$ cat src/pkg/adsq_params.svh
// Offsets, field positions, reset values and timing counts of the converter sequencer
`ifndef ADSQ_PARAMS_SVH
`define ADSQ_PARAMS_SVH
`define ADSQ_OFF_CTRL1 12'h000
`define ADSQ_OFF_CTRL2 12'h004
`define ADSQ_OFF_STAT 12'h008
`define ADSQ_OFF_RESULT 12'h00C
`define ADSQ_OFF_SLOT 12'h00C
`define ADSQ_BIT_ON 15
`define ADSQ_BIT_IDLE_STOP 13
`define ADSQ_FORM_LSB 8
`define ADSQ_TRIG_LSB 5
`define ADSQ_BIT_CLRA 4
`define ADSQ_BIT_AUTO_SAMPLE 2
`define ADSQ_BIT_SAMPLE_ACTIVE 1
`define ADSQ_BIT_DONE 0
`define ADSQ_REF_LSB 13
`define ADSQ_BIT_OFFC 12
`define ADSQ_BIT_SCAN 10
`define ADSQ_BIT_FILL_HALF_STATUS 7
`define ADSQ_RATE_LSB 2
`define ADSQ_BIT_SPLIT 1
`define ADSQ_BIT_ALT 0
`define ADSQ_CTRL1_WMASK 32'h0000A7F6
`define ADSQ_CTRL2_WMASK 32'h0000F43F
`define ADSQ_RESET_WORD 32'h00000000
`define ADSQ_AUTO_CONV_CYCLES 8'h0F
`endif

$ cat src/pkg/adsq_pkg.sv
// Types shared by the converter sequencer
`default_nettype none
package adsq_pkg;
   typedef enum logic [1:0] {ADSQ_IDLE, ADSQ_SAMPLE, ADSQ_CONVERT} adsq_state_t;
   typedef enum logic [1:0] {ADSQ_REF_RAILS, ADSQ_REF_EXT_HIGH, ADSQ_REF_EXT_LOW, ADSQ_REF_EXT_BOTH} adsq_ref_t;
endpackage : adsq_pkg
`default_nettype wire

$ cat src/core/adsq_control.sv
// Sequencing and control logic of a 10-bit successive-approximation converter
//
// Summary of operation
// - Converter works only while the module enable bit is set.
// - With idle_stop set, operation halts while the device is idle.
// - Integer formats right-justify; code 101 sign-extends, 100 and 000 zero-fill.
// - Fractional formats left-justify at bit 15 or bit 31; signed keep sign top.
// - Trigger source chooses software, pin edge, timer, charge unit or auto counter.
// - stop_on_first_interrupt clears auto_sample at the first interrupt.
// - auto_sample restarts sampling after each conversion and sets sample_active.
// - Without auto_sample, software writes 1 to sample_active to start sampling.
// - Trigger code 000: software writing 0 to sample_active starts conversion.
// - Nonzero trigger: hardware clears sample_active at the trigger event.
// - Done bit is set when a conversion completes.
// - Software clears done by writing 0; conversions in progress are unaffected.
// - Done bit clears when a new conversion starts.
// - Reference field selects rails or external references; top bit set means rails.
// - Offset calibration ties both sampler inputs to the low reference.
// - input_scan set steps through the selected inputs; clear means no scanning.
// - fill_half_status shows upper half being filled in split-buffer mode.
// - Interrupt is raised after every interrupt_rate plus one sequences.
// - split_buffer selects two 8-word halves or one 16-word buffer.
// - alternate_sample uses A first then B, A, B; otherwise always A.
//
// Our own choices: the address map and the APB slave port.
`include "adsq_params.svh"
`default_nettype none
module adsq_control
   import adsq_pkg::*;
#(
   parameter int unsigned RES_W = 10,
   parameter int unsigned DEPTH = 16
) (
   input wire logic pclk,
   input wire logic presetn,
   input wire logic psel,
   input wire logic penable,
   input wire logic pwrite,
   input wire logic [11:0] paddr,
   input wire logic [31:0] pwdata,
   output logic [31:0] prdata,
   output logic pready,
   output logic pslverr,
   input wire logic device_idle,
   input wire logic external_interrupt_pin,
   input wire logic timer_period_match,
   input wire logic charge_time_unit_trigger,
   input wire logic core_done,
   input wire logic [RES_W-1:0] core_result,
   output logic core_sample,
   output logic core_start,
   output logic core_select_b,
   output logic core_scan,
   output logic core_offset_cal,
   output logic [1:0] core_reference,
   output logic [3:0] store_index,
   output logic store_valid,
   output logic [31:0] store_word,
   output logic conv_interrupt
);
   // ==========================================
   // Registers
   logic [31:0] ctrl1_q, ctrl1_d, ctrl2_q, ctrl2_d;
   logic [31:0] result_mem [DEPTH];
   adsq_state_t state_q, state_d;
   logic [3:0] seq_cnt_q, wr_ptr_q;
   logic [7:0] auto_cnt_q;
   logic pin_q, alt_b_q, half_q;
   logic [31:0] prdata_q;
   logic [3:0] slot_q;

   // ==========================================
   // Decode
   wire access = psel & penable;
   wire wr = access & pwrite;
   wire wr_c1 = wr && paddr == `ADSQ_OFF_CTRL1;
   wire wr_c2 = wr && paddr == `ADSQ_OFF_CTRL2;
   wire wr_slot = wr && paddr == `ADSQ_OFF_STAT;
   wire rd_res = access & ~pwrite && paddr[11:6] == 6'h01;
   wire mapped = paddr == `ADSQ_OFF_CTRL1 || paddr == `ADSQ_OFF_CTRL2 || paddr == `ADSQ_OFF_STAT
      || paddr[11:6] == 6'h01;
   wire module_on = ctrl1_q[`ADSQ_BIT_ON];
   wire run = module_on & ~(ctrl1_q[`ADSQ_BIT_IDLE_STOP] & device_idle);
   wire [2:0] form = ctrl1_q[`ADSQ_FORM_LSB +: 3];
   wire [2:0] trig = ctrl1_q[`ADSQ_TRIG_LSB +: 3];
   wire auto_sample = ctrl1_q[`ADSQ_BIT_AUTO_SAMPLE];
   wire sample_active = ctrl1_q[`ADSQ_BIT_SAMPLE_ACTIVE];
   wire [3:0] rate = ctrl2_q[`ADSQ_RATE_LSB +: 4];
   wire split = ctrl2_q[`ADSQ_BIT_SPLIT];
   wire [2:0] vcfg = ctrl2_q[`ADSQ_REF_LSB +: 3];
   wire pin_edge = external_interrupt_pin & ~pin_q;
   // Hardware trigger chosen by the source field; reserved codes never fire
   wire hw_trig = (trig == 3'h1 && pin_edge) || (trig == 3'h2 && timer_period_match)
      || (trig == 3'h3 && charge_time_unit_trigger)
      || (trig == 3'h7 && auto_cnt_q == `ADSQ_AUTO_CONV_CYCLES);
   wire sw_start = trig == 3'h0 && wr_c1 && !pwdata[`ADSQ_BIT_SAMPLE_ACTIVE] && sample_active;
   wire start_conv = run && state_q == ADSQ_SAMPLE && (sw_start || (trig != 3'h0 && hw_trig));
   wire conv_end = run && state_q == ADSQ_CONVERT && core_done;
   wire irq_now = conv_end && seq_cnt_q == rate;
   wire sw_sample_active_set = wr_c1 && pwdata[`ADSQ_BIT_SAMPLE_ACTIVE] && !auto_sample;

   // ==========================================
   // Result formatting
   function automatic logic [31:0] fmt(input logic [2:0] code, input logic [RES_W-1:0] r);
      logic [RES_W-1:0] s;
      s = {~r[RES_W-1], r[RES_W-2:0]};
      case (code)
         // 16-bit signed integer: sign fills only up to bit 15, upper half stays zero like the other 16-bit codes
         3'h1: fmt = {16'h0000, {(16-RES_W){s[RES_W-1]}}, s};
         3'h2: fmt = {16'h0000, r, 6'h00};
         3'h3: fmt = {16'h0000, s, 6'h00};
         3'h4: fmt = {22'h000000, r};
         3'h5: fmt = {{22{s[RES_W-1]}}, s};
         3'h6: fmt = {r, 22'h000000};
         3'h7: fmt = {s, 22'h000000};
         default: fmt = {22'h000000, r};
      endcase
   endfunction

   // ==========================================
   // Sequencer
   always_comb begin
      state_d = state_q;
      case (state_q)
         ADSQ_IDLE: if (run && (sw_sample_active_set || auto_sample)) state_d = ADSQ_SAMPLE;
         ADSQ_SAMPLE: if (!run) state_d = ADSQ_IDLE; else if (start_conv) state_d = ADSQ_CONVERT;
         ADSQ_CONVERT: if (!run) state_d = ADSQ_IDLE;
            else if (conv_end) state_d = (auto_sample && !(irq_now && ctrl1_q[`ADSQ_BIT_CLRA])) ? ADSQ_SAMPLE : ADSQ_IDLE;
         default: state_d = ADSQ_IDLE;
      endcase
   end

   always_comb begin
      ctrl1_d = ctrl1_q;
      if (wr_c1) begin
         ctrl1_d = (ctrl1_q & ~`ADSQ_CTRL1_WMASK) | (pwdata & `ADSQ_CTRL1_WMASK);
         ctrl1_d[`ADSQ_BIT_DONE] = ctrl1_q[`ADSQ_BIT_DONE] & pwdata[`ADSQ_BIT_DONE];
         if (auto_sample) ctrl1_d[`ADSQ_BIT_SAMPLE_ACTIVE] = sample_active;
         if (trig != 3'h0) ctrl1_d[`ADSQ_BIT_SAMPLE_ACTIVE] = sample_active | pwdata[`ADSQ_BIT_SAMPLE_ACTIVE];
      end
      if (start_conv) begin
         ctrl1_d[`ADSQ_BIT_SAMPLE_ACTIVE] = 1'b0;
         ctrl1_d[`ADSQ_BIT_DONE] = 1'b0;
      end
      if (state_d == ADSQ_SAMPLE) ctrl1_d[`ADSQ_BIT_SAMPLE_ACTIVE] = 1'b1;
      if (irq_now && ctrl1_q[`ADSQ_BIT_CLRA]) ctrl1_d[`ADSQ_BIT_AUTO_SAMPLE] = 1'b0;
      // Hardware set wins over a software clear in the same cycle
      if (conv_end) ctrl1_d[`ADSQ_BIT_DONE] = 1'b1;
      if (!module_on) ctrl1_d[`ADSQ_BIT_SAMPLE_ACTIVE] = 1'b0;
   end

   always_comb begin
      ctrl2_d = ctrl2_q;
      if (wr_c2) ctrl2_d = (ctrl2_q & ~`ADSQ_CTRL2_WMASK) | (pwdata & `ADSQ_CTRL2_WMASK);
      ctrl2_d[`ADSQ_BIT_FILL_HALF_STATUS] = split & half_q;
   end

   always_ff @(posedge pclk or negedge presetn) begin
      if (!presetn) begin
         ctrl1_q <= `ADSQ_RESET_WORD;
         ctrl2_q <= `ADSQ_RESET_WORD;
         state_q <= ADSQ_IDLE;
         pin_q <= 1'b0;
      end else begin
         ctrl1_q <= ctrl1_d;
         ctrl2_q <= ctrl2_d;
         state_q <= state_d;
         pin_q <= external_interrupt_pin;
      end
   end

   // Internal counter measures the sampling time for the auto-convert source
   always_ff @(posedge pclk or negedge presetn) begin
      if (!presetn) auto_cnt_q <= 8'h00;
      else if (state_q != ADSQ_SAMPLE) auto_cnt_q <= 8'h00;
      else if (auto_cnt_q != `ADSQ_AUTO_CONV_CYCLES) auto_cnt_q <= auto_cnt_q + 8'h01;
   end

   // ==========================================
   // Sequence counting, store pointer, halves
   always_ff @(posedge pclk or negedge presetn) begin
      if (!presetn) begin
         seq_cnt_q <= 4'h0;
         wr_ptr_q <= 4'h0;
         half_q <= 1'b0;
         alt_b_q <= 1'b0;
         conv_interrupt <= 1'b0;
      end else begin
         conv_interrupt <= irq_now;
         if (!module_on || wr_c2) begin
            seq_cnt_q <= 4'h0;
            wr_ptr_q <= 4'h0;
            half_q <= 1'b0;
            alt_b_q <= 1'b0;
         end else if (conv_end) begin
            alt_b_q <= ctrl2_q[`ADSQ_BIT_ALT] & ~alt_b_q;
            if (irq_now) begin
               seq_cnt_q <= 4'h0;
               // Split mode swaps halves; otherwise the next sequence overwrites from slot 0
               half_q <= split & ~half_q;
               wr_ptr_q <= (split && !half_q) ? 4'h8 : 4'h0;
            end else begin
               seq_cnt_q <= seq_cnt_q + 4'h1;
               wr_ptr_q <= wr_ptr_q + 4'h1;
            end
         end
      end
   end

   always_ff @(posedge pclk) begin
      if (conv_end) result_mem[wr_ptr_q] <= fmt(form, core_result);
   end

   // ==========================================
   // Core outputs
   always_ff @(posedge pclk or negedge presetn) begin
      if (!presetn) begin
         core_sample <= 1'b0;
         core_start <= 1'b0;
         core_select_b <= 1'b0;
         core_scan <= 1'b0;
         core_offset_cal <= 1'b0;
         core_reference <= 2'b00;
         store_index <= 4'h0;
         store_valid <= 1'b0;
         store_word <= 32'h00000000;
      end else begin
         core_sample <= state_d == ADSQ_SAMPLE;
         core_start <= start_conv;
         core_select_b <= alt_b_q;
         core_scan <= ctrl2_q[`ADSQ_BIT_SCAN];
         core_offset_cal <= ctrl2_q[`ADSQ_BIT_OFFC];
         core_reference <= vcfg[2] ? 2'b00 : vcfg[1:0];
         store_index <= wr_ptr_q;
         store_valid <= conv_end;
         store_word <= fmt(form, core_result);
      end
   end

   // ==========================================
   // APB read path; no wait state, the read word, result memory included, is registered in the setup phase
   always_ff @(posedge pclk or negedge presetn) begin
      if (!presetn) begin
         prdata_q <= 32'h00000000;
         slot_q <= 4'h0;
         pready <= 1'b0;
         pslverr <= 1'b0;
         prdata <= 32'h00000000;
      end else begin
         if (wr_slot) slot_q <= pwdata[3:0];
         pready <= psel & ~penable;
         pslverr <= psel & ~penable & ~mapped;
         if (psel && !penable && !pwrite) begin
            if (paddr == `ADSQ_OFF_CTRL1) prdata <= ctrl1_q;
            else if (paddr == `ADSQ_OFF_CTRL2) prdata <= ctrl2_q;
            else if (paddr == `ADSQ_OFF_STAT) prdata <= {26'h0000000, state_q, slot_q[1:0] & 2'b00, 2'b00};
            else if (paddr[11:6] == 6'h01) prdata <= result_mem[paddr[5:2]];
            else prdata <= 32'h00000000;
         end
         prdata_q <= rd_res ? prdata : prdata_q;
      end
   end
endmodule : adsq_control
`default_nettype wire

$ cat config.mk
export PLATFORM = sky130hd
export DESIGN_NAME = adsq_control
export DESIGN_NICKNAME = d
export VERILOG_FILES = /design/src/pkg/adsq_pkg.sv /design/src/core/adsq_control.sv
export VERILOG_INCLUDE_DIRS = /design/src /design/src/pkg
export SDC_FILE = /design/constraint.sdc
export NUM_CORES = 1
export LEC_CHECK = 0
export BUFFER_PORTS_ARGS = -buffer_cell sky130_fd_sc_hd__buf_2
export CORE_AREA = 2 2 183 185
export CTS_CLUSTER_SIZE = 10
export DETAILED_ROUTE_END_ITERATION = 8
export DIE_AREA = 0 0 185 187
export GPL_TIMING_DRIVEN = 0
export PLACE_DENSITY = 0.87
export SETUP_SLACK_MARGIN = 0.4
export SYNTH_ARGS = -nofsm -noshare
export SYNTH_HDL_FRONTEND = slang
export SYNTH_SLANG_ARGS = --single-unit
$ cat constraint.sdc
create_clock -name pclk -period 6.28 [get_ports pclk]
set_clock_uncertainty 0.05 [all_clocks]
set_input_delay 0 -clock pclk [delete_from_list [all_inputs] [get_ports pclk]]
set_output_delay 0 -clock pclk [all_outputs]
set_load 0.02 [all_outputs]
# Word-level counts from Yosys, hierarchy flattened
# Memory sizes are Yosys's and may differ from the RTL's.
# Cells that the tools add are included.
# word_totals
n_memories	1
word_cells	161
mem_bits_rw	512
register_bits	164
output_inout_bits	79
in_bits	64
# classes
n_bitwise	21
n_reduce_logical	50
n_eq_ne	22
n_mux	38
n_addsub	3
# memory_table
name	words	width	rd	rd_clocked_by_memory_dff	wr	line	text
result_mem	16	32	1	0	1	adsq_control.sv:64	logic [31:0] result_mem [DEPTH];
# op_table
operator	n
one-hot mux 32 bit (6 select lines)	1
two-way mux 32 bit	5
bitwise OR 32 x 16 -> 32 bit	2
two-way mux 4 bit	7
logical AND 1 bit	23
two-way mux 8 bit	2
two-way mux 1 bit	14
two-way mux 2 bit	7
== test 12 x 3 -> 1 bit (second input constant)	1
== test 12 x 4 -> 1 bit (second input constant)	1
== test 3 x 2 -> 1 bit (second input constant)	4
== test 3 bit (second input constant)	4
logical NOT 12 bit	1
AND 1 bit	11
logical OR 1 bit	9
adder 4 x 1 -> 4 bit (second input constant)	2
adder 8 x 1 -> 8 bit (second input constant)	1
== test 8 x 4 -> 1 bit (second input constant)	1
inequality test 8 x 4 -> 1 bit (second input constant)	1
nonzero test 2 bit	4
logical NOT 1 bit	7
NOT 1 bit	7
== test 3 x 1 -> 1 bit (second input constant)	2
== test 6 x 1 -> 1 bit (second input constant)	1
other kinds (13)	16

# Logic depth before layout (Yosys ltp)
# Gate-level depths: netlist of the first run.
# depth
word_depth	16
depth_mapped	8
mapped_depth_nobuf	7

# Worst setup path before layout of the first run
# Ideal clock, no wire load.
# synth_timing
path_type	flip-flop to flip-flop
startpoint	register ctrl1_q[15]
endpoint	memory result_mem[0][0], enable pin
required_ns	5.751
path_slack_ns	2.187
path_stages_with_launch	5
arrival_time_ns	3.563
setup_ns	0.479
n_path_buf	0
period_less_slack_ns	4.093
cell_sequence	dfrtp_1 > a21bo_2 > nor2_1 > nand3_1 > nor4_1
# synth_via
elab_chain_cells	5
# synth_lines
item	line	text
start, declared	adsq_control.sv:63	logic [31:0] ctrl1_q, ctrl1_d, ctrl2_q, ctrl2_d;
start signal, assigned	adsq_control.sv:160	ctrl1_q <= `ADSQ_RESET_WORD;
start signal, assigned	adsq_control.sv:165	ctrl1_q <= ctrl1_d;
AND 1 bit	adsq_control.sv:83	wire run = module_on & ~(ctrl1_q[`ADSQ_BIT_IDLE_STOP] & device_idle);
logical AND 1 bit (2 in series)	adsq_control.sv:98	wire conv_end = run && state_q == ADSQ_CONVERT && core_done;
two-way mux 1 bit	adsq_control.sv:211	if (conv_end) result_mem[wr_ptr_q] <= fmt(form, core_result);
two-way mux 1 bit (not written as such)	adsq_control.sv:211	
end, declared	adsq_control.sv:64	
# Every way passes these cells.

# Worst setup path in the final report of the first run
# layout_timing
startpoint	input paddr[1]
endpoint	register state_q[1]
# layout_via
elab_chain_cells	10
elab_cells_between_ends	15
classes_between	mux: 4; reduce/logical: 11
# layout_lines
item	line	text
start, declared	adsq_control.sv:39	input wire logic [11:0] paddr,
logical NOT 12 bit (no source line)	--	
logical AND 1 bit (no source line)	--	
logical AND 1 bit (3 in series)	adsq_control.sv:96	wire sw_start = trig == 3'h0 && wr_c1 && !pwdata[`ADSQ_BIT_SAMPLE_ACTIVE] && sample_active;
logical OR 1 bit	adsq_control.sv:97	wire start_conv = run && state_q == ADSQ_SAMPLE && (sw_start || (trig != 3'h0 && hw_trig));
logical AND 1 bit	adsq_control.sv:97	
net start_conv	adsq_control.sv:97	
two-way mux 2 bit (2 in series)	adsq_control.sv:126	ADSQ_SAMPLE: if (!run) state_d = ADSQ_IDLE; else if (start_conv) state_d = ADSQ_CONVERT;
one-hot mux 2 bit (3 select lines)	adsq_control.sv:124	case (state_q)
net state_d[1]	adsq_control.sv:65	adsq_state_t state_q, state_d;
end signal, assigned	adsq_control.sv:167	state_q <= state_d;
end, declared	adsq_control.sv:65	
# The timed path passes the listed nets, and every way through them passes these cells.
# A chain may end at the register's enable or synchronous reset.

==> results of run 1 <==
[where the power goes]
group          switching, mW  leakage (nW)  total, mW  internal, mW
clock                   1.40         0.837       3.24          1.84
combinational          0.190          3.02      0.296         0.106
sequential            0.0127          6.14       3.91          3.89
total                   1.60          10.0       7.44          5.84
[per-layer routing]
layer / vias to the layer above / wire [um] / track usage [%]
li1: 4979 / - / -
met1: 6426 / 20110 / 46.26
met2: 1342 / 29020 / 56.21
met3: 321 / 8023 / 11.20
met4: 0 / 4294 / 21.67
met5: - / 0 / 0
[cells by family after synthesis]
| group | after synthesis | synth area share (%) |
|---|---|---|
| AO/OA/AOI/OAI | 147 | 5.304 |
| XOR/XNOR | 15 | 0.6244 |
| adder cells (fa/ha/maj) | 6 | 0.3568 |
| buffers and inverters | 78 | 1.683 |
| flip-flops | 546 | 75.21 |
| multiplexers | 121 | 12.24 |
| AND/OR/NAND/NOR | 182 | 4.584 |
[registers in the layout (all words and copies together), names as in the netlist, 2 cells and up]
name	flops
auto_cnt_q	8
core_reference	2
ctrl1_q	12
ctrl2_q	12
prdata	27
result_mem	432
seq_cnt_q	4
state_q	2
store_index	4
store_word	27
wr_ptr_q	4
[layout make-up]
type	count	share of cell area (%)
flip-flops and latches	546	63.34
multi-input cells	471	19.79
clock buffers	108	6.901
repair buffers	208	6.099
well taps	448	2.243
plain buffers	63	1.192
inverters	15	0.2253
clock inverters	4	0.1953
diodes	2	0.02003
[worst reg2reg max path: cells and delay by family (launching register included)]
kind,cells,cell delay (ns)
DFF,1,0.51
and+or+nand+nor,3,1.54
AOI/OAI and AO/OA,1,0.31
buffers and inverters,3,0.75
[through the flow]
stage               area (um^2)  hold slack [ns]  setup slack (ns)  instances
floorplan                 21040          -0.3456             2.187       1095
global placement          22220          0.09067           -0.8660       1667
detailed placement        22710          -0.1678             3.001       1701
CTS                       24950        0.0006253             2.961       1859
global route              24980          0.01934             2.745       1863
finish                    24990          0.02311             2.812       1865
[placed cells by master (no fill, tap or decap), drive strengths merged, types with 3 or more instances in the layout]
master	Yosys	routed
edfxtp	432	432
buf	32	195
clkbuf	31	139
dfrtp	114	114
mux4	108	108
nand2	64	64
a22oi	56	56
dlygate4sd3	0	45
nor2	32	32
inv	15	16
o21ai	16	16
a21o	15	15
a22o	14	14
nor2b	13	13
xor2	13	13
mux2	11	11
and2	11	11
nand3b	10	10
nor4	9	9
o22ai	8	8
nand3	7	7
a221oi	7	7
nor3	7	7
nand2b	6	6
a221o	6	6
ha	6	6
or4	6	6
and3	5	5
a21boi	5	5
nand4	4	4
a21oi	4	4
a222oi	3	3
a211oi	3	3
[timing repair]
| action | 4_1_cts | 5_1_grt |
|---|---|---|
| setup endpoints to repair | 0 | 0 |
| endpoints found under the hold margin | 168 | 0 |
| hold buffers | 46 | 0 |
[how the worst max path moves through the flow]
stage	endpoint	slack, ns	depth (start not counted)
3_3_place_gp	result_mem[1][1]	-0.87	4
3_5_place_dp	result_mem[4][7]	3.00	9
5_1_grt	result_mem[3][13]	2.75	7
6_report	state_q[1]	2.81	10
4_1_cts	result_mem[4][7]	2.96	9
2_1_floorplan	result_mem[0][0]	2.19	4
==> results.cfg, run 1 <==
[run_status]
outcome = finished clean

[clock_tree]
cts_tree = yes
clk_pin_slew_ns = 0.06
root_buffer = clkbuf_16
cts_inserted_buffers = 61
cts_resized = 0
htree_num_levels = 2
cts_setup_buffers = 0
cts_sinks = 546
cts_buffer_depth = 3
insertion_delay_ns = 0.63

[sta]
worstMarginPinSlew_ns = 1.296
setup_viol = 0
fmax_ghz = 0.2883
finalHoldViolCount = 0
rsz0062_at_grt = false
final.period_utilization_pct = 55.22
period_minus_slack_ns = 3.468
tns_ns = 0
maxSlewViolCount = 0
slew_headroom_pct = 12.86

[placed_design]
port_buffers = 124
dp_hpwl_mm = 35.33
place.gp.congestion = 0.9077

[synth]
synthCells = 1095
synth_most_common_cell = edfxtp_1
synth_cell_types = 58
synth_common_cells = 432 x edfxtp_1, 114 x dfrtp_1, 108 x mux4_2, 64 x nand2_1, 56 x a22oi_1
synth_edf_count = 432
synthesis.area_mm2 = 0.02104
ys_async_sr_fraction_pct = 20.88
synth.avg_cell_area_um2 = 19.22
synth_warnings = 0
ys_seq_area_share_pct = 75.21
synth_fp_nets = 1165
ys_ff_latch = 546
ys.flop_type = edfxtp_1
synthTopCellsByArea = edfxtp_1 62%, dfrtp_1 14%, mux4_2 12%
yosysTopAreaCell = edfxtp_1
synth_top_area_share_pct = 61.65

[finish]
area_growth_pct = 18.74
drive_above_1_share_pct = 28.48
multi_input_area_mm2 = 0.004943
layout.nets = 1436
fillers = 1711
final_util_pct = 76.03
seqCellArea_mm2 = 0.01583

[critical_path]
timing.rr.end = result_mem[3][10]
slowest_delay_ns = 0.63
worst-r2r-cell-count = 7
cp.arrival_ns = 3.96
critPathMaxFanout = 4
crit_top_cell = dlygate4sd3_1
crit_chain = dlygate4sd3_1 > buf_2 > or4_4 > dlygate4sd3_1 > nor4_2 > dlygate4sd3_1 > nand3_1 > a21boi_2 > o21bai_1 > dlygate4sd3_1
worst_setup_path_end_kind = flip-flop
cp.required_ns = 6.78
r2r_slack_ns = 2.82
cp.buffers_inverters = 5
cp-start-kind = primary input
slowest_stage = dlygate4sd3_1
r2r_start = ctrl1_q[15]
critical_path.startpoint = paddr[1]
worstSetupPathType = in2reg
cpLargestDelayFamily = buffers and inverters

[run]
max_cap_viol_count = 0

[pwr]
p_leak_nw = 10.00
ir_worst_vdd_v = 0.0002430
p_per_area_mw_per_mm2 = 297.7
power.total_mw = 7.439

[drt]
routed_wirelength_mm = 61.45
viasPerCell = 7.007
antenna_left = 0
drc = 0
vias = 13070
drtIter0Drc = 1915
dr.pass1.iters = 6
wl_per_cell_um = 32.95

[floorplan]
dieArea_mm2 = 0.03460
pin_count = 143
coreArea_mm2 = 0.03286
start_util_pct = 64.03
die_w_um = 185
fp.dieH_um = 187
placementRows = 67

[global_route]
grt_pass1_vias = 13400
grt_usage_pct = 36.49
overflow = 0
grt_max_degree = 95
grt_antenna_before_repair = 3
grt_pass1_wl_mm = 88.60

[hold_path]
min_path_type = in2reg
holdPathStages = 2
worstHoldStart = external_interrupt_pin
min_delay_worst_endpoint = pin_q
No activity file was read; power rests on OpenSTA's default activity.
==> run 2, diff against run 1 <==
Settings changed: CORE_AREA 2 2 183 185 to 2 2 201 203, DIE_AREA 0 0 185 187 to 0 0 203 205, PLACE_DENSITY 0.87 to 0.78.
Clock period 6.28 ns to 2.95 ns, I/O delays scaled along.
==> run 2 against run 1 <==
Against the previous run:
- power grew 110%
- global-route usage shrank 9.6 points
- clock-buffer cell count grew 4
- largest power group unchanged
==> results.cfg, run 2 (synthesis results as in run 1) <==
[finish]
fillers = 2461
area_growth_pct = 22.01
layout.nets = 1469
seqCellArea_mm2 = 0.01583
mostFrequentLayoutCell = edfxtp_1
final_cell_mix = 432 x edfxtp_1, 138 x buf_2, 113 x dfrtp_1
diodes = 0
top_register = result_mem
multi_input_area_mm2 = 0.005151
largest_register_ffs = 432
fin_cells = 1975
drive_above_1_share_pct = 30.62
top_regs = result_mem x432, prdata x27, store_word x27

[hold_path]
holdPathStages = 5
min_path_type = in2reg

[floorplan]
pin_count = 143
dieArea_mm2 = 0.04162
fp.dieH_um = 205
placementRows = 73
die_w_um = 203
coreArea_mm2 = 0.03937
start_util_pct = 53.45

[critical_path]
cp.required_ns = 3.24
cp-start-kind = flip-flop
critPathMaxFanout = 26
slowest_stage = a21o_1
worstSetupPathType = reg2reg
crit_chain = nand2b_1 > nor2_1 > and2_1 > clkbuf_2 > a21o_1
worst-r2r-cell-count = 5
worst_setup_path_end_kind = flip-flop
cp.arrival_ns = 2.80
slowest_delay_ns = 0.56

[pwr]
p_seq_share_pct = 52.3
p_per_area_mw_per_mm2 = 619.0
p_sw_mw = 3.340
power.total_mw = 15.89
ir_worst_vdd_v = 0.0004340
comb_power_share_pct = 3.8
clock_power_share_pct = 43.9
power.internal_mw = 12.55
p_leak_nw = 10.21
p_sw_share_pct = 21.02

[global_route]
grt_usage_pct = 26.86
grt_max_degree = 90
grtUsageMet1_pct = 35.26
busiest_layer = met2
grt_pass1_wl_mm = 79.87
met2_usage_pct = 42.59
overflow = 0
grt_antenna_before_repair = 0
grt_pass1_vias = 12530
grtUsageMet3_pct = 6.697

[run_status]
outcome = finished clean

[sta]
finalHoldViolCount = 0
rsz0062_at_grt = true
period_minus_slack_ns = 2.510
maxSlewViolCount = 0
final.period_utilization_pct = 85.09
slew_headroom_pct = 16.49
setup_viol = 0
setup_ws_ns = 0.4398
worstMarginPinSlew_ns = 1.248
fmax_ghz = 0.3984

[drt]
viasPerCell = 6.331
wl_per_cell_um = 28.53
drc = 0
dr.pass1.iters = 6
drtIter0Drc = 1567
routed_wirelength_mm = 56.35
vias = 12500
antenna_left = 0

[clock_tree]
cts_sinks = 546
insertion_delay_ns = 0.63
cts_inserted_buffers = 61
clk_pin_slew_ns = 0.06
htree_num_levels = 2
cts_tree = yes
cts_buffer_depth = 3
root_buffer = clkbuf_16

[placed_design]
port_buffers = 124
place.gp.congestion = 0.8985
place_inst = 1762
dp_hpwl_mm = 31.94
place_ws_ns = -0.3604

[run]
max_cap_viol_count = 0
## run 2: changes by cell type in the layout (fill, tap and decap cells not counted), moves of 3 or more
cell / before / now
buf_12: 2 / 14
and2_4: 0 / 8
buf_4: 31 / 39
nor2_4: 4 / 8
nor3_2: 4 / 0
nor3_4: 0 / 4
nor4_2: 5 / 1
nor4_4: 2 / 6
buf_6: 14 / 11
clkbuf_8: 0 / 3
dlygate4sd3_1: 45 / 48
## run 2: power groups by stage
stage	logic (mW)	registers [mW]	clock network, mW
2_1_floorplan	0.265	8.49	0
3_3_place_gp	0.524	8.47	0
3_5_place_dp	0.543	8.47	0
4_1_cts	0.598	8.31	6.99
5_1_grt	0.640	8.31	7.30
6_report	0.604	8.31	6.97
## run 2: area by class of cell
class	count	share of cell area, %
Sequential cell	546	61.65
Multi-Input combinational cell	483	20.06
Timing Repair Buffer	229	7.276
Clock buffer	112	6.974
Tap cell	525	2.559
Buffer	63	1.199
Inverter	15	0.2193
Clock inverter	2	0.06336
## run 2: per-layer routing
layer / wire length (um) / vias to the layer above
li1: - / 5050
met2: 26870 / 883
met5: 0 / -
met3: 6362 / 182
met4: 2736 / 0
met1: 20380 / 6388
## run 2: timing repair
item,CTS,global route
endpoints found under the setup margin,562,385
hold endpoints to repair,182,0
hold buffers,49,0
resized for setup,21,6
gates cloned,9,3
buffers inserted,30,8
pin swaps,18,8
## run 2: path summary, 6_finish.rpt
check | startpoint | slack, ns | endpoint
max | ctrl1_q[8] | 0.44 | result_mem[4][24]
min | paddr[6] | 0.06 | core_start
max reg2reg | ctrl1_q[8] | 0.44 | result_mem[4][24]
min reg2reg | wr_ptr_q[2] | 0.33 | store_index[2]
max in group asynchronous | presetn | 1.99 | prdata[22]
min in group asynchronous | presetn | 0.39 | store_word[5]
## run 2: critical path, delay by kind of cell, from the launching register on
| kind | cells | cell delay [ns] |
|---|---|---|
| compound gates | 1 | 0.56 |
| flops | 1 | 0.46 |
| buf+inv | 1 | 0.49 |
| simple gates | 3 | 0.66 |
## run 2: metrics by stage
| step | setup TNS [ns] | util, % | cell area [um^2] | hold WS (ns) |
|---|---|---|---|---|
| floorplan | -0.7535 | - | 21150 | -0.3456 |
| global placement | -310.48 | 56.98 | 22430 | 0.07633 |
| detailed placement | -55.72 | 57.84 | 22770 | -0.1282 |
| CTS | 0 | 64.87 | 25540 | 0.02936 |
| global route | 0 | 65.22 | 25670 | 0.09422 |
| finish | 0 | 65.22 | 25670 | 0.06003 |
==> run 3, diff against run 2 <==
Settings changed: RECOVER_POWER set to 50.
==> run 3 against run 2 <==
Against the previous run:
- non-clock buffer count unchanged
- the flow now finishes with violations (capacitance limit, slew limit)
- die area did not move
- sequential cell count stayed put
- routed wire length barely moved
==> results.cfg, run 3 (synthesis results as in run 1) <==
[placed_design]
port_buffers = 124
place_inst = 1762
place.gp.congestion = 0.8985
dp_hpwl_mm = 31.94
place_ws_ns = -0.3604

[finish]
final_cell_mix = 432 x edfxtp_1, 163 x clkbuf_1, 113 x dfrtp_1
top_regs = result_mem x432, prdata x27, store_word x27
fin_cells = 1975
fillers = 2526
seqCellArea_mm2 = 0.01583
diodes = 0
area_growth_pct = 21.05
drive_above_1_share_pct = 23.79
final_util_pct = 64.71
largest_register_ffs = 432
top_register = result_mem
mostFrequentLayoutCell = edfxtp_1
layout.nets = 1469
multi_input_area_mm2 = 0.005094

[critical_path]
cpLargestDelayFamily = simple AND/OR/NAND/NOR gates
crit_chain = a21bo_1 > nor2_1 > nand3_4 > inv_1 > buf_4 > and3_4 > and2_1
r2r_slack_ns = 0.25
cp.buffers_inverters = 2
r2r_start = ctrl1_q[13]
slowest_delay_ns = 0.63
cp-endpoint = result_mem[15][27]
cp.depth = 7
worst_setup_path_end_kind = flip-flop
critical_path.startpoint = ctrl1_q[13]
critPathMaxFanout = 12
cp-start-kind = flip-flop
timing.rr.end = result_mem[15][27]
slowest_stage = and2_1
cp.arrival_ns = 2.89
cp.required_ns = 3.14
worst-r2r-cell-count = 7
worstSetupPathType = reg2reg

[run]
max_cap_viol_count = 1

[hold_path]
worstHoldStart = paddr[6]
min_path_type = in2reg

[pwr]
power.total_mw = 15.88
ir_worst_vdd_v = 0.0004343
p_leak_nw = 9.859
p_per_area_mw_per_mm2 = 623.3

[clock_tree]
cts_tree = yes
insertion_delay_ns = 0.62
htree_num_levels = 2
cts_buffer_depth = 3
cts_inserted_buffers = 61
clk_pin_slew_ns = 0.05
root_buffer = clkbuf_16
cts_sinks = 546

[run_status]
outcome = finished with violations
violations = capacitance limit, slew limit

[drt]
wl_per_cell_um = 28.52
drc = 0
antenna_left = 0
routed_wirelength_mm = 56.33
dr.pass1.iters = 8
drtIter0Drc = 1405
viasPerCell = 6.325
vias = 12490

[floorplan]
placementRows = 73
fp.dieH_um = 205
pin_count = 143
dieArea_mm2 = 0.04162
coreArea_mm2 = 0.03937
die_w_um = 203
start_util_pct = 53.45

[sta]
fmax_ghz = 0.3698
period_minus_slack_ns = 2.704
worstMarginPinSlew_ns = 1.927
finalHoldViolCount = 0
setup_ws_ns = 0.2460
rsz0062_at_grt = true
setup_viol = 0
maxSlewViolCount = 26
slew_headroom_pct = -28.43
final.period_utilization_pct = 91.66

[global_route]
grt_max_degree = 90
grt_pass1_wl_mm = 79.87
grt_pass1_vias = 12530
grt_usage_pct = 26.86
overflow = 0
grt_antenna_before_repair = 1
run 3: cell count changes in the layout (fill, tap and decap cells not counted), sizes merged:
cell           delta
buf              -90
clkdlybuf4s15     -1
clkbuf           +91
run 3: final cells by class:
| type | instances | share of cell area, % |
|---|---|---|
| flip-flops and latches | 546 | 62.13 |
| multi-input cells | 483 | 20.00 |
| clock buffers | 112 | 7.029 |
| repair buffers | 229 | 6.813 |
| well taps | 525 | 2.579 |
| plain buffers | 63 | 1.169 |
| inverters | 15 | 0.2210 |
| clock inverters | 2 | 0.06385 |
run 3: worst min-delay path by stage:
stage | end | slack (ns) | cells after the start
final | alt_b_q | 0.08 | 5
after global routing | ctrl1_q[6] | 0.09 | 4
after CTS | core_start | 0.03 | 5
after detailed placement | store_word[5] | -0.13 | 1
after global placement | pin_q | 0.08 | 1
after floorplan | alt_b_q | -0.35 | 0
run 3: worst reg2reg max path, delay by kind of cell, from the launching register on:
family	cells	cell delay (ns)
AND/OR/NAND/NOR	4	1.31
AO/OA/AOI/OAI	1	0.24
flip-flops	1	0.41
buffers and inverters	2	0.32
run 3: metal layers:
metal	wire length, um	track usage, %
met5	0	0
met4	2868	12.93
met3	6458	6.697
met2	26770	42.59
met1	20230	35.26
run 3: metrics by stage:
| stage | TNS, ns | hold slack (ns) | instance area, um^2 |
|---|---|---|---|
| after floorplan | -0.7535 | -0.3456 | 21150 |
| after global placement | -310.48 | 0.07633 | 22430 |
| after detailed placement | -55.72 | -0.1282 | 22770 |
| after CTS | 0 | 0.02936 | 25540 |
| after global routing | 0 | 0.09422 | 25470 |
| final | 0 | 0.07514 | 25470 |
run 3: report_power, final:
part	switching (mW)	internal [mW]
registers	0.0270	8.29
logic	0.376	0.215
clock network	2.94	4.04
total	3.34	12.5
run 3: repair_timing:
action / in CTS / in global routing
pin swaps: 18 / 8
cloned: 9 / 3
buffers inserted: 30 / 8
setup endpoints to repair: 562 / 385
gates resized for setup: 21 / 6
hold endpoints to repair: 182 / 0
hold buffers: 49 / 0
